$ cat config.mk
export PLATFORM = sky130hd
export DESIGN_NAME = stc_gen
export DESIGN_NICKNAME = d
export VERILOG_FILES = /design/src/hdl/stc_pkg.sv /design/src/hdl/stc_gen.sv
export VERILOG_INCLUDE_DIRS = /design/src /design/src/hdl
export SDC_FILE = /design/constraint.sdc
export NUM_CORES = 1
export LEC_CHECK = 0
export BUFFER_PORTS_ARGS = -buffer_cell sky130_fd_sc_hd__buf_2
export CELL_PAD_IN_SITES_DETAIL_PLACEMENT = 1
export CELL_PAD_IN_SITES_GLOBAL_PLACEMENT = 2
export CORE_MARGIN = 2
export CORE_UTILIZATION = 30
export CTS_BUF_LIST = sky130_fd_sc_hd__clkbuf_4 sky130_fd_sc_hd__clkbuf_8
export DETAILED_ROUTE_END_ITERATION = 12
export PLACE_DENSITY = 0.74
export SYNTH_ARGS = -nofsm -noshare
export SYNTH_HDL_FRONTEND = slang
export SYNTH_SLANG_ARGS = --single-unit
$ cat constraint.sdc
create_clock -name clk -period 4.74 [get_ports clk]
set_input_delay 0.711 -clock clk [delete_from_list [all_inputs] [get_ports clk]]
set_output_delay 0.711 -clock clk [all_outputs]
set_load 0.02 [all_outputs]
$ cat src/hdl/stc_defs.svh
// Constants for the serial time code generator
`ifndef STC_DEFS_SVH
`define STC_DEFS_SVH
`define STC_CLK_MHZ 100
`define STC_CYC_PER_MS (`STC_CLK_MHZ * 1000)
`define STC_BIT_MS 10
`define STC_ZERO_MS 2
`define STC_ONE_MS 5
`define STC_MARK_MS 8
`define STC_SHORT_SCALE 4
`define STC_CARRIER_KHZ 1000
`define STC_PHASE_STEP (64'h1_0000_0000 * `STC_CARRIER_KHZ / `STC_CYC_PER_MS)
`define STC_LONG_LEN 7'h64
`define STC_SHORT_LEN 7'h19
`define STC_LEAP_WARN 17'h0003B
`define STC_SAV_WARN 17'h00001
`define STC_OFS_CTRL 8'h00
`define STC_OFS_TIME 8'h04
`define STC_OFS_ZONE 8'h08
`define STC_OFS_LEAP 8'h0C
`define STC_OFS_SAV 8'h10
`define STC_OFS_STAT 8'h14
`define STC_CTRL_RST 7'h08
`define STC_F_AM 3
`define STC_F_ARM 31
`define STC_F_DIR 24
`define STC_F_DACT 25
`define STC_P_SEC 1
`define STC_P_MIN 10
`define STC_P_HOUR 20
`define STC_P_DAY 30
`define STC_P_DAYH 40
`define STC_S_SEC 1
`define STC_S_MIN 8
`define STC_S_HOUR 15
`define STC_P_YEAR 50
`define STC_P_LEAP 60
`define STC_P_SAV 62
`define STC_P_OFS 64
`define STC_P_HALF 70
`define STC_P_QUAL 71
`define STC_P_PAR 75
`define STC_P_DSEC 80
`define STC_P_DSECH 90
`define STC_Q_LOCKED 4'h0
`define STC_Q_BASE 4'h4
`define STC_Q_WORST 4'h9
`define STC_Q_UNREL 4'hF
`endif

$ cat src/hdl/stc_pkg.sv
// Types for the serial time code generator
package stc_pkg;
   typedef enum logic [1:0] {STC_IDLE = 2'b01, STC_SEND = 2'b10} stc_state_e;
   typedef enum logic [2:0] {
      STC_FMT_BCD = 3'h0,
      STC_FMT_BINSEC = 3'h1,
      STC_FMT_STATUS = 3'h2,
      STC_FMT_W100 = 3'h3,
      STC_FMT_W25 = 3'h4
   } stc_fmt_e;
endpackage : stc_pkg

$ cat src/hdl/stc_gen.sv
// Serial time code generator with APB registers
`include "stc_defs.svh"
module stc_gen
   import stc_pkg::*;
#(
   parameter int BIT_CYC = `STC_BIT_MS * `STC_CYC_PER_MS,
   parameter int ZERO_CYC = `STC_ZERO_MS * `STC_CYC_PER_MS,
   parameter int ONE_CYC = `STC_ONE_MS * `STC_CYC_PER_MS,
   parameter int MARK_CYC = `STC_MARK_MS * `STC_CYC_PER_MS
)
(
   input wire logic clk,
   input wire logic rst,
   input wire logic [7:0] paddr,
   input wire logic psel,
   input wire logic penable,
   input wire logic pwrite,
   input wire logic [31:0] pwdata,
   output logic [31:0] prdata,
   output logic pready,
   output logic pslverr,
   input wire logic pps_in,
   input wire logic ref_locked,
   input wire logic [2:0] err_class,
   output logic [7:0] am_out,
   output logic [2:0] lvl_out
);
   localparam int SC = `STC_SHORT_SCALE;
   localparam logic [23:0] L_BIT = 24'(BIT_CYC);
   localparam logic [23:0] L_BIT_S = 24'(BIT_CYC * SC);
   localparam logic [23:0] L_ZERO = 24'(ZERO_CYC);
   localparam logic [23:0] L_ONE = 24'(ONE_CYC);
   localparam logic [23:0] L_MARK = 24'(MARK_CYC);
   localparam logic [31:0] STEP = 32'(`STC_PHASE_STEP);

   logic [6:0] ctrl_ff;
   logic [25:0] time_ff;
   logic [14:0] zone_ff;
   logic [16:0] leap_cnt_ff;
   logic leap_arm_ff;
   logic leap_del_ff;
   logic [16:0] sav_cnt_ff;
   logic sav_arm_ff;
   logic sav_new_ff;
   logic sav_act_ff;
   logic ever_ff;
   logic pps_s1_ff, pps_s2_ff, pps_s3_ff;
   logic pps_rise;
   stc_state_e state_ff;
   logic [99:0] data_ff, mark_ff;
   logic short_ff;
   logic [6:0] idx_ff;
   logic [23:0] cyc_ff;
   logic pulse_ff;
   logic [31:0] phase_ff;
   logic [31:0] prdata_ff;
   logic [7:0] am_ff;
   logic [2:0] lvl_ff;
   logic [99:0] nxt_data, nxt_mark;
   logic [3:0] qual;
   logic [16:0] day_secs;
   logic [7:0] bsec, bmin, bhour, byear;
   logic [11:0] bday;
   logic [31:0] rdata;
   logic hit, wr, rd_setup;
   logic [23:0] width, bit_len;
   logic leap_pend, sav_pend;
   logic [7:0] sine;
   stc_fmt_e fmt;

   function automatic logic [7:0] to_bcd(input logic [6:0] v);
      to_bcd = {4'(v / 7'd10), 4'(v % 7'd10)};
   endfunction : to_bcd

   function automatic logic [7:0] sine_lut(input logic [3:0] p);
      unique case (p)
         4'h0: sine_lut = 8'h00;
         4'h1: sine_lut = 8'h31;
         4'h2: sine_lut = 8'h5A;
         4'h3: sine_lut = 8'h75;
         4'h4: sine_lut = 8'h7F;
         4'h5: sine_lut = 8'h75;
         4'h6: sine_lut = 8'h5A;
         4'h7: sine_lut = 8'h31;
         4'h8: sine_lut = 8'h00;
         4'h9: sine_lut = 8'hCF;
         4'hA: sine_lut = 8'hA6;
         4'hB: sine_lut = 8'h8B;
         4'hC: sine_lut = 8'h81;
         4'hD: sine_lut = 8'h8B;
         4'hE: sine_lut = 8'hA6;
         4'hF: sine_lut = 8'hCF;
      endcase
   endfunction : sine_lut

   ////////////////////////////////////////////////////////////////////////
   // APB slave
   assign wr = psel && penable && pwrite;
   assign rd_setup = psel && !penable;
   assign hit = paddr == `STC_OFS_CTRL || paddr == `STC_OFS_TIME
             || paddr == `STC_OFS_ZONE || paddr == `STC_OFS_LEAP
             || paddr == `STC_OFS_SAV || paddr == `STC_OFS_STAT;
   assign pready = 1'b1;
   assign pslverr = psel && penable && !hit;
   assign prdata = prdata_ff;

   always_comb
   begin
      unique case (paddr)
         `STC_OFS_CTRL: rdata = {25'h0, ctrl_ff};
         `STC_OFS_TIME: rdata = {6'h0, time_ff};
         `STC_OFS_ZONE: rdata = {17'h0, zone_ff};
         `STC_OFS_LEAP: rdata = {leap_arm_ff, 6'h0, leap_del_ff, 7'h0, leap_cnt_ff};
         `STC_OFS_SAV: rdata = {sav_arm_ff, 5'h0, sav_act_ff, sav_new_ff, 7'h0, sav_cnt_ff};
         `STC_OFS_STAT: rdata = {15'h0, ever_ff, qual, 3'h0, state_ff == STC_SEND, 1'b0, idx_ff};
         default: rdata = 32'h0000_0000;
      endcase
   end

   always_ff @(posedge clk)
   begin
      if (rst)
         prdata_ff <= 32'h0000_0000;
      else if (rd_setup)
         prdata_ff <= rdata;
   end

   always_ff @(posedge clk)
   begin
      if (rst)
         ctrl_ff <= `STC_CTRL_RST;
      else if (wr && paddr == `STC_OFS_CTRL)
         ctrl_ff <= pwdata[6:0];
   end
   assign fmt = stc_fmt_e'(ctrl_ff[2:0]);

   always_ff @(posedge clk)
   begin
      if (rst)
      begin
         time_ff <= 26'h0;
         zone_ff <= 15'h0;
      end
      else if (wr && paddr == `STC_OFS_TIME)
         time_ff <= pwdata[25:0];
      else if (wr && paddr == `STC_OFS_ZONE)
         zone_ff <= pwdata[14:0];
   end

   ////////////////////////////////////////////////////////////////////////
   // Leap and daylight-saving countdowns, one step per epoch
   // leap countdown
   always_ff @(posedge clk)
   begin
      if (rst)
      begin
         leap_cnt_ff <= 17'h0;
         leap_arm_ff <= 1'b0;
         leap_del_ff <= 1'b0;
      end
      else if (wr && paddr == `STC_OFS_LEAP)
      begin
         leap_cnt_ff <= pwdata[16:0];
         leap_del_ff <= pwdata[`STC_F_DIR];
         leap_arm_ff <= pwdata[`STC_F_ARM];
      end
      else if (pps_rise && leap_arm_ff)
      begin
         if (leap_cnt_ff == 17'h0)
            leap_arm_ff <= 1'b0;
         else
            leap_cnt_ff <= leap_cnt_ff - 17'h1;
      end
   end

   always_ff @(posedge clk)
   begin
      if (rst)
      begin
         sav_cnt_ff <= 17'h0;
         sav_arm_ff <= 1'b0;
         sav_new_ff <= 1'b0;
         sav_act_ff <= 1'b0;
      end
      else if (wr && paddr == `STC_OFS_SAV)
      begin
         sav_cnt_ff <= pwdata[16:0];
         sav_new_ff <= pwdata[`STC_F_DIR];
         sav_act_ff <= pwdata[`STC_F_DACT];
         sav_arm_ff <= pwdata[`STC_F_ARM];
      end
      else if (pps_rise && sav_arm_ff)
      begin
         if (sav_cnt_ff == 17'h0)
         begin
            sav_arm_ff <= 1'b0;
            sav_act_ff <= sav_new_ff;
         end
         else
            sav_cnt_ff <= sav_cnt_ff - 17'h1;
      end
   end
   assign leap_pend = leap_arm_ff && leap_cnt_ff <= `STC_LEAP_WARN;
   assign sav_pend = sav_arm_ff && sav_cnt_ff == `STC_SAV_WARN;

   ////////////////////////////////////////////////////////////////////////
   // Time quality
   always_ff @(posedge clk)
   begin
      if (rst)
         ever_ff <= 1'b0;
      else if (ref_locked)
         ever_ff <= 1'b1;
   end

   always_comb
   begin
      if (!ever_ff)
         qual = `STC_Q_UNREL;
      else if (ref_locked)
         qual = `STC_Q_LOCKED;
      else if (err_class > 3'h5)
         qual = `STC_Q_WORST;
      else
         qual = `STC_Q_BASE + {1'b0, err_class};
   end

   ////////////////////////////////////////////////////////////////////////
   // Frame builder
   assign bsec = to_bcd(time_ff[6:0] & 7'h3F);
   assign bmin = to_bcd({1'b0, time_ff[11:6]});
   assign bhour = to_bcd({2'b0, time_ff[16:12]});
   assign bday = {4'(time_ff[25:17] / 9'd100),
                  4'((time_ff[25:17] % 9'd100) / 9'd10),
                  4'(time_ff[25:17] % 9'd10)};
   assign byear = to_bcd(zone_ff[6:0]);
   assign day_secs = 17'(time_ff[16:12]) * 17'd3600 + 17'(time_ff[11:6]) * 17'd60
                   + 17'(time_ff[5:0]);

   always_comb
   begin
      nxt_data = '0;
      nxt_mark = '0;
      nxt_mark[0] = 1'b1;
      if (fmt == STC_FMT_W25)
      begin
         nxt_data[`STC_S_SEC +: 4] = bsec[3:0];
         nxt_data[`STC_S_SEC + 4 +: 3] = bsec[6:4];
         nxt_data[`STC_S_MIN +: 4] = bmin[3:0];
         nxt_data[`STC_S_MIN + 4 +: 3] = bmin[6:4];
         nxt_data[`STC_S_HOUR +: 4] = bhour[3:0];
         nxt_data[`STC_S_HOUR + 4 +: 2] = bhour[5:4];
      end
      else
      begin
         for (int k = 9; k < 100; k += 10)
            nxt_mark[k] = 1'b1;
         nxt_data[`STC_P_SEC +: 4] = bsec[3:0];
         nxt_data[`STC_P_SEC + 5 +: 3] = bsec[6:4];
         nxt_data[`STC_P_MIN +: 4] = bmin[3:0];
         nxt_data[`STC_P_MIN + 5 +: 3] = bmin[6:4];
         nxt_data[`STC_P_HOUR +: 4] = bhour[3:0];
         nxt_data[`STC_P_HOUR + 5 +: 2] = bhour[5:4];
         nxt_data[`STC_P_DAY +: 4] = bday[3:0];
         nxt_data[`STC_P_DAY + 5 +: 4] = bday[7:4];
         nxt_data[`STC_P_DAYH +: 2] = bday[9:8];
      end
      if (fmt == STC_FMT_BINSEC || fmt == STC_FMT_STATUS)
      begin
         nxt_data[`STC_P_DSEC +: 9] = day_secs[8:0];
         nxt_data[`STC_P_DSECH +: 8] = day_secs[16:9];
      end
      if (fmt == STC_FMT_STATUS)
      begin
         nxt_data[`STC_P_YEAR +: 4] = byear[3:0];
         nxt_data[`STC_P_YEAR + 5 +: 4] = byear[7:4];
         nxt_data[`STC_P_LEAP] = leap_pend;
         nxt_data[`STC_P_LEAP + 1] = leap_arm_ff && leap_del_ff;
         nxt_data[`STC_P_SAV] = sav_pend;
         nxt_data[`STC_P_SAV + 1] = sav_act_ff;
         nxt_data[`STC_P_OFS] = zone_ff[8];
         nxt_data[`STC_P_OFS + 1 +: 4] = zone_ff[12:9];
         nxt_data[`STC_P_HALF] = zone_ff[13];
         nxt_data[`STC_P_QUAL +: 4] = qual;
         nxt_data[`STC_P_PAR] = ~^nxt_data[`STC_P_PAR - 1:0];
      end
   end

   ////////////////////////////////////////////////////////////////////////
   // Epoch input and frame sequencer
   always_ff @(posedge clk)
   begin
      if (rst)
      begin
         pps_s1_ff <= 1'b0;
         pps_s2_ff <= 1'b0;
         pps_s3_ff <= 1'b0;
      end
      else
      begin
         pps_s1_ff <= pps_in;
         pps_s2_ff <= pps_s1_ff;
         pps_s3_ff <= pps_s2_ff;
      end
   end
   assign pps_rise = pps_s2_ff && !pps_s3_ff;

   assign bit_len = short_ff ? L_BIT_S : L_BIT;

   always_ff @(posedge clk)
   begin
      if (rst)
      begin
         state_ff <= STC_IDLE;
         data_ff <= '0;
         mark_ff <= '0;
         short_ff <= 1'b0;
         idx_ff <= 7'h0;
         cyc_ff <= 24'h0;
      end
      else if (pps_rise)
      begin
         state_ff <= STC_SEND;
         data_ff <= nxt_data;
         mark_ff <= nxt_mark;
         short_ff <= fmt == STC_FMT_W25;
         idx_ff <= 7'h0;
         cyc_ff <= 24'h0;
      end
      else
      begin
         unique case (state_ff)
            STC_IDLE:
               cyc_ff <= 24'h0;
            STC_SEND:
               if (cyc_ff == bit_len - 24'h1)
               begin
                  cyc_ff <= 24'h0;
                  idx_ff <= idx_ff + 7'h1;
                  if (idx_ff == (short_ff ? `STC_SHORT_LEN : `STC_LONG_LEN) - 7'h1)
                     state_ff <= STC_IDLE;
               end
               else
                  cyc_ff <= cyc_ff + 24'h1;
         endcase
      end
   end

   always_comb
   begin
      if (mark_ff[idx_ff])
         width = L_MARK;
      else if (data_ff[idx_ff])
         width = L_ONE;
      else
         width = L_ZERO;
      if (short_ff)
         width = 24'(width * 24'(SC));
   end

   always_ff @(posedge clk)
   begin
      if (rst)
         pulse_ff <= 1'b0;
      else
         pulse_ff <= state_ff == STC_SEND && cyc_ff < width;
   end

   ////////////////////////////////////////////////////////////////////////
   // Output drivers
   always_ff @(posedge clk)
   begin
      if (rst)
         phase_ff <= 32'h0;
      else
         phase_ff <= phase_ff + STEP;
   end
   assign sine = sine_lut(phase_ff[31:28]);

   always_ff @(posedge clk)
   begin
      if (rst)
         am_ff <= 8'h80;
      else if (!ctrl_ff[`STC_F_AM])
         am_ff <= 8'h80;
      else if (pulse_ff)
         am_ff <= 8'h80 + sine;
      else
         am_ff <= 8'h80 + 8'($signed(sine) >>> 2);
   end

   always_ff @(posedge clk)
   begin
      if (rst)
         lvl_ff <= 3'h0;
      else
         lvl_ff <= ctrl_ff[`STC_F_AM] ? 3'h0 : ctrl_ff[6:4] & {3{pulse_ff}};
   end
   assign am_out = am_ff;
   assign lvl_out = lvl_ff;

   ////////////////////////////////////////////////////////////////////////
   // Checks
   a_fmt_reset: assert property (@(posedge clk) rst |=> ctrl_ff[2:0] == 3'h0)
      else $error("format not basic after reset");
   a_frame_start: assert property (@(posedge clk) disable iff (rst)
      pps_rise |=> state_ff == STC_SEND && idx_ff == 7'h0 ##1 pulse_ff)
      else $error("frame not started on epoch");
   a_zero_end: assert property (@(posedge clk) disable iff (rst)
      state_ff == STC_SEND && !short_ff && !mark_ff[idx_ff] && !data_ff[idx_ff]
      && cyc_ff == L_ZERO && !pps_rise |=> !pulse_ff)
      else $error("zero pulse too long");
   a_mark_pos: assert property (@(posedge clk) disable iff (rst)
      pps_rise && fmt != STC_FMT_W25 |=> mark_ff[59] && mark_ff[69] && mark_ff[79])
      else $error("position marker missing");
   a_parity_odd: assert property (@(posedge clk) disable iff (rst)
      pps_rise && fmt == STC_FMT_STATUS |=> ^data_ff[75:0] && data_ff[78:76] == 3'h0)
      else $error("parity not odd");
   a_qual_never: assert property (@(posedge clk) disable iff (rst)
      !ever_ff |-> qual == 4'hF)
      else $error("unlocked quality not F");
   a_qual_lock: assert property (@(posedge clk) disable iff (rst)
      $past(ref_locked) && ref_locked |-> qual == 4'h0)
      else $error("locked quality not zero");
   a_qual_err: assert property (@(posedge clk) disable iff (rst)
      ever_ff && !ref_locked && err_class == 3'h2 |-> qual == 4'h6)
      else $error("quality error code wrong");
   a_binsec_field: assert property (@(posedge clk) disable iff (rst)
      pps_rise && fmt == STC_FMT_BINSEC |=> {data_ff[97:90], data_ff[88:80]} == $past(day_secs))
      else $error("binary seconds wrong");
   a_leap_flag: assert property (@(posedge clk) disable iff (rst)
      pps_rise && fmt == STC_FMT_STATUS && leap_arm_ff && leap_cnt_ff == 17'd59
      |=> data_ff[60])
      else $error("leap pending not set");
   a_am_excl: assert property (@(posedge clk) disable iff (rst)
      ctrl_ff[`STC_F_AM] |=> lvl_out == 3'h0)
      else $error("level output active with carrier");
endmodule : stc_gen

After elaboration in Yosys (flattened, before gate mapping)
Memories as Yosys holds them, arrays and structs flattened. A register that Yosys moved wholly into a read port is not among the register bits.
Cells that the tools add are included.

cells by class
  divide/modulo/power cells = 12
  order comparisons = 4
  add/sub/neg operators = 12
  reduce and logical (&&, ||, !) cells = 46
  bitwise logic cells = 3
  multiplexer cells = 56
  multiply operators = 2
  equal/unequal tests = 15

operators with widths
  cell                                                                     count
  32-bit one-hot mux with 6 select lines                                   1
  17-bit 2-to-1 mux                                                        6
  75-bit XNOR reduction                                                    1
  24-bit 2-to-1 mux                                                        2
  24-bit one-hot mux with 2 select lines                                   1
  4-bit 2-to-1 mux                                                         9
  17-bit zero test                                                         2
  17-bit by 1-bit subtractor with 17-bit output (second input constant)    2
  32-bit by 26-bit adder with 32-bit output (second input constant)        1
  24-bit by 1-bit adder with 24-bit output (second input constant)         1
  24-bit == test                                                           1
  24-bit less-than comparator                                              1
  22-bit by 1-bit subtractor with 23-bit output (second input constant)    1
  22-bit 2-to-1 mux                                                        1
  20-bit 2-to-1 mux                                                        1
  19-bit 2-to-1 mux                                                        1
  9-bit 2-to-1 mux                                                         2
  17-bit by 12-bit adder with 17-bit output                                1
  17-bit by 6-bit adder with 17-bit output                                 1
  17-bit by 1-bit == test with 1-bit output (second input constant)        1
  17-bit by 6-bit <= comparator with 1-bit output (second input constant)  1
  8-bit adder (first input constant)                                       2
  8-bit by 4-bit == test with 1-bit output (second input constant)         2
  8-bit by 5-bit == test with 1-bit output (second input constant)         2
  42 further kinds                                                         106

word-level totals
  word-level logic and storage cells = 176
  bits in read-only memories = 128
  output and inout port bits = 45
  bits in registers = 278
  input port bits = 50
  memories kept = 1

memories
  memory           words  width  read ports  clocked after memory_dff  wr ports  RTL line       text
  (no name shown)  16     8      1           1                         0         stc_gen.sv:76  unique case (p)

Logic depth before layout (Yosys ltp)
  depth in word-level cells = 8
  gate-level depth with buffers = 24
  gate-level depth less buffers = 21

Worst setup path before layout
OpenSTA, ideal clock, no wires.

  kind = register to register
  start = register time_ff[8]
  end = register data_ff[75]
  data required time = 4.670 ns
  arrival = 4.494 ns
  setup time = 0.070 ns
  setup slack = 0.177 ns
  period minus slack after synthesis = 4.563 ns
  stages on the path, launching flop included = 18
  path buffers = 0
  cell sequence = dfxtp_1 > inv_1 > ha_1 > nor3b_2 > mux2i_4 > and2b_4 > nor3_1 > xnor2_1 > ha_1 > o211ai_2 > a21oi_4 > xnor2_1 > o221a_1 > xor2_1 > xnor3_1 > xnor2_1 > xnor3_1 > o21ai_1

between the ends
  cells in the longest elaborated chain, start to end = 4
  elaborated cells between the ends (all ways) = 9
  classes of those cells = 2 x div; 6 x mux; 1 x reduce/logical

RTL lines
  what                                                                                                                RTL line        text
  start, declared                                                                                                     stc_gen.sv:37   logic [25:0] time_ff;
  start signal, assigned                                                                                              stc_gen.sv:145  time_ff <= pwdata[25:0];
  6-bit by 4-bit remainder unit with 7-bit output / 6-bit by 4-bit divider with 7-bit output (equally long branches)  stc_gen.sv:72   to_bcd = {4'(v / 7'd10), 4'(v % 7'd10)};
  3-bit 2-to-1 mux, or another cell as far along                                                                      stc_gen.sv:245  if (fmt == STC_FMT_W25)
  75-bit XNOR reduction (*)                                                                                           stc_gen.sv:285  nxt_data[`STC_P_PAR] = ~^nxt_data[`STC_P_PAR - 1:0];
  6-bit 2-to-1 mux (*)                                                                                                stc_gen.sv:273  if (fmt == STC_FMT_STATUS)
  end signal, assigned                                                                                                stc_gen.sv:324  data_ff <= nxt_data;
  end, declared                                                                                                       stc_gen.sv:50   logic [99:0] data_ff, mark_ff;

Every way passes the cells marked *; elsewhere a longest branch is shown, timed or not.
A chain may end at the register's enable or synchronous reset.

Worst setup path in the final report
  start = register time_ff[7]
  end = register data_ff[96]

between the ends
  cells in the longest elaborated chain, start to end = 4

RTL lines
  what                                          RTL line        text
  6-bit by 4-bit multiplier with 10-bit output  stc_gen.sv:237  assign day_secs = 17'(time_ff[16:12]) * 17'd3600 + 17'(time_ff[11:6]) * 17'd60
  17-bit by 12-bit adder with 17-bit output     stc_gen.sv:237
  17-bit by 6-bit adder with 17-bit output      stc_gen.sv:238  + 17'(time_ff[5:0]);
  8-bit 2-to-1 mux                              stc_gen.sv:268  if (fmt == STC_FMT_BINSEC || fmt == STC_FMT_STATUS)

No other way between the ends.

==> results.yml <==
layout:
  drive_gt1_share_pct: 14.02
  multiInputGateArea_um2: 10900
  final_cells: 2985
  seqCellArea_um2: 5575
  design_area_um2: 19840
  nets: 2349
  area_delta_synth_final_pct: 14.67
  fillers: 6886
pwr:
  pwr-share-seq_pct: 46.4
  clkPwrFrac_pct: 48.2
  finalPower_uw: 5246
  ir_drop_mv: 0.1693
  power_density_nw_per_um2: 264.4
  net-switching-power_uw: 1306
  p_sw_share_pct: 24.90
  combPwrFrac_pct: 5.5
  p_leak_uw: 0.007751
  p_int_uw: 3940
status:
  status: "finished, final reports clean"
synthesis:
  yosysSeqAreaShare_pct: 32.17
  yosysUniqueCellTypes: 92
  yosys.area.top_type: "dfxtp_1"
  syn-cell-area_um2: 17300
  synth_top_area_share_pct: 32.17
  synth.area.top_cells: "dfxtp_1 32%, ha_1 7.2%, xnor2_1 5.5%"
  synth_flop_cell: "dfxtp_1"
  yosys_warnings: 0
  syn_avg_cell_area_um2: 8.204
  yosys-top-cells-count: "278 x dfxtp_1, 252 x nand2_1, 218 x nor2_1, 145 x a21oi_1, 112 x clkbuf_1"
  yosysMostFrequentCell: "dfxtp_1"
  async_reset_ff_share_pct: 0
  syn_inst: 2109
  synth_edf_count: 0
  synth-seq-cells: 278
min_path:
  hold_class: "primary input to register"
  holdPathEnd: "time_ff[21]"
  min_path_cells: 3
  worstHoldStart: "pwdata[21]"
clock_network:
  cts.path.max_buffers: 3
  clk_pin_slew_ns: 0.07
  cts_num_sinks: 278
  numCtsBuffers: 50
  cts-root-buf: "clkbuf_8"
  cts_tree: "built"
  cts.htree.levels: 2
  hold_buffers: 0
  clock_latency_ns: 0.64
sta:
  hold_viol: 0
  worst_slew_pin_slew_ns: 1.177
  fmax_mhz: 224.5
  finalCritPeriodShare_pct: 93.99
  slew_viol_final: 0
  setup_tns_ns: 0
  fin_worst_skew_ns: 0.04931
  fin_crit_ns: 4.455
  slew_headroom_pct: 21.34
  worst_slack_ns: 0.2848
  setup_violations: 0
critical_path:
  worstSetupStartpointType: "register"
  cp_max_fo: 4
  required_ns: 5.21
  reg2reg_depth: 19
  r2r_slack_ns: 0.28
  endpoint_kind: "register"
  cp.arrival_ns: 4.93
  r2r_start: "time_ff[7]"
  worstSetupPathType: "register to register"
  r2r-end: "data_ff[96]"
global_routing:
  grt_pass1_vias: 15896
  grt_pass1_wl_um: 89220
  grt_max_degree: 92
  grt_use_total_pct: 18.50
  grt_overflow: 0
  grt_antenna_before_repair: 1
route:
  postRouteAntennaNets: 0
  vias: 15517
  drt-total-wl_um: 55620
  vias_per_cell: 5.198
  first_pass_iters: 5
  wire_per_inst_um: 18.63
  drt_iter0_drc: 858
  drc: 0
placement:
  hpwl_um: 41900
  port_buffers: 83
  dpl_cell_area_um2: 18630
  place_congestion: 0.8505
  place_ws_ns: 0.07627
  place_inst: 2894
die:
  fp.dieArea_um2: 59610
  coreArea_um2: 57370
  die_y_um: 244.2
  io_pins: 95
  num_rows: 88
  initial_core_util_pct: 30.16
  dieWidth_um: 244.2
flow_run:
  drv_cap: 0
==> cells in the final DEF (no fill, tap or decap), types with 13 or more instances in the layout <==
| cell type | n |
|---|---|
| nor2_1 | 217 |
| nand3_1 | 47 |
| a21oi_1 | 139 |
| nand2_1 | 252 |
| mux2i_1 | 54 |
| clkbuf_8 | 68 |
| a221oi_1 | 13 |
| o21ai_0 | 106 |
| nand2b_1 | 33 |
| buf_4 | 72 |
| ha_1 | 98 |
| or3_1 | 15 |
| nor3_1 | 31 |
| and3_1 | 17 |
| and2_1 | 16 |
| buf_2 | 82 |
| mux4_2 | 14 |
| fa_1 | 14 |
| inv_1 | 89 |
| dfxtp_1 | 272 |
| xnor2_1 | 108 |
| xor2_1 | 49 |
| a22oi_1 | 28 |
| o211ai_1 | 28 |
| nor2b_1 | 29 |
| a211oi_1 | 33 |
| nor4_1 | 17 |
| a22o_1 | 37 |
==> kinds of logic after synthesis <==
group / count (synthesis) / share of synthesized area [%]
AND/OR/NAND/NOR: 742 / 20.19
AO/OA/AOI/OAI: 513 / 19.48
buffers and inverters: 224 / 5.359
XOR/XNOR: 161 / 8.389
multiplexers: 74 / 5.402
other: 2 / 0.04341
adder cells (fa/ha/maj): 115 / 8.967
flip-flops: 278 / 32.17
==> routing by layer <==
layer  wire length [um]  track usage, %
met4               1108           4.591
met1              26140           24.76
met5                  0               0
met3               1855           2.392
met2              26510           31.41
==> how the worst max path moves through the flow <==
stage	slack [ns]	cells past startpoint	startpoint	end
finish	0.28	19	time_ff[7]	data_ff[96]
CTS	0.03	20	idx_ff[0]	pulse_ff
global route	-0.008	19	time_ff[7]	data_ff[96]
floorplan	0.18	17	time_ff[8]	data_ff[75]
global placement	0.18	19	time_ff[7]	data_ff[97]
detailed placement	0.08	20	idx_ff[0]	pulse_ff
==> per-stage QoR <==
step           hold WS (ns)  util, %
2_1_floorplan        0.3806        -
3_3_place_gp         0.4167    32.47
3_5_place_dp         0.4214    32.47
4_1_cts              0.2641    34.42
5_1_grt              0.2874    34.58
6_report             0.2927    34.58
==> what timing repair did <==
| action | CTS | global route |
|---|---|---|
| setup endpoints to repair | 0 | 7 |
| gates resized for setup | 0 | 20 |
| buffers inserted | 0 | 3 |
==> sequential cells by signal, indices dropped and copies added, names as in the netlist, 3 cells and up <==
| name | cells |
|---|---|
| time_ff | 26 |
| phase_ff | 29 |
| cyc_ff | 24 |
| sav_cnt_ff | 17 |
| lvl_out | 3 |
| am_out | 8 |
| prdata | 27 |
| leap_cnt_ff | 17 |
| zone_ff | 15 |
| idx_ff | 7 |
| ctrl_ff | 7 |
| data_ff | 75 |
| sine | 8 |
==> critical path, stage by stage (launching register included) <==
cell,delay (ns)
dfxtp_2,0.36
fa_2,0.62
fa_1,0.45
inv_1,0.10
fa_1,0.43
fa_1,0.49
inv_1,0.07
ha_4,0.29
a21oi_2,0.05
o21bai_1,0.16
and2_1,0.17
o21ai_0,0.07
nand2b_1,0.12
a21oi_2,0.07
o21bai_2,0.15
a21oi_1,0.09
o21bai_1,0.18
nor2b_1,0.19
xor2_1,0.16
o21ai_0,0.08
==> layout make-up <==
| cell class | count | area share [%] |
|---|---|---|
| tap | 765 | 4.825 |
| timing repair buffer | 154 | 4.793 |
| multi-input combinational | 1611 | 54.96 |
| clock buffer | 77 | 5.058 |
| antenna | 1 | 0.01261 |
| clock inverter | 10 | 0.5613 |
| inverter | 89 | 1.684 |
| sequential | 278 | 28.10 |
==> power by group through the flow <==
stage / sequential [uW] / combinational (uW) / clock (uW)
after detailed placement: 2480 / 289 / 0
after global placement: 2480 / 283 / 0
after global routing: 2440 / 321 / 2700
after CTS: 2430 / 291 / 2590
after floorplan: 2470 / 203 / 0
final: 2430 / 287 / 2530
No activity file was read; power rests on OpenSTA's default activity.
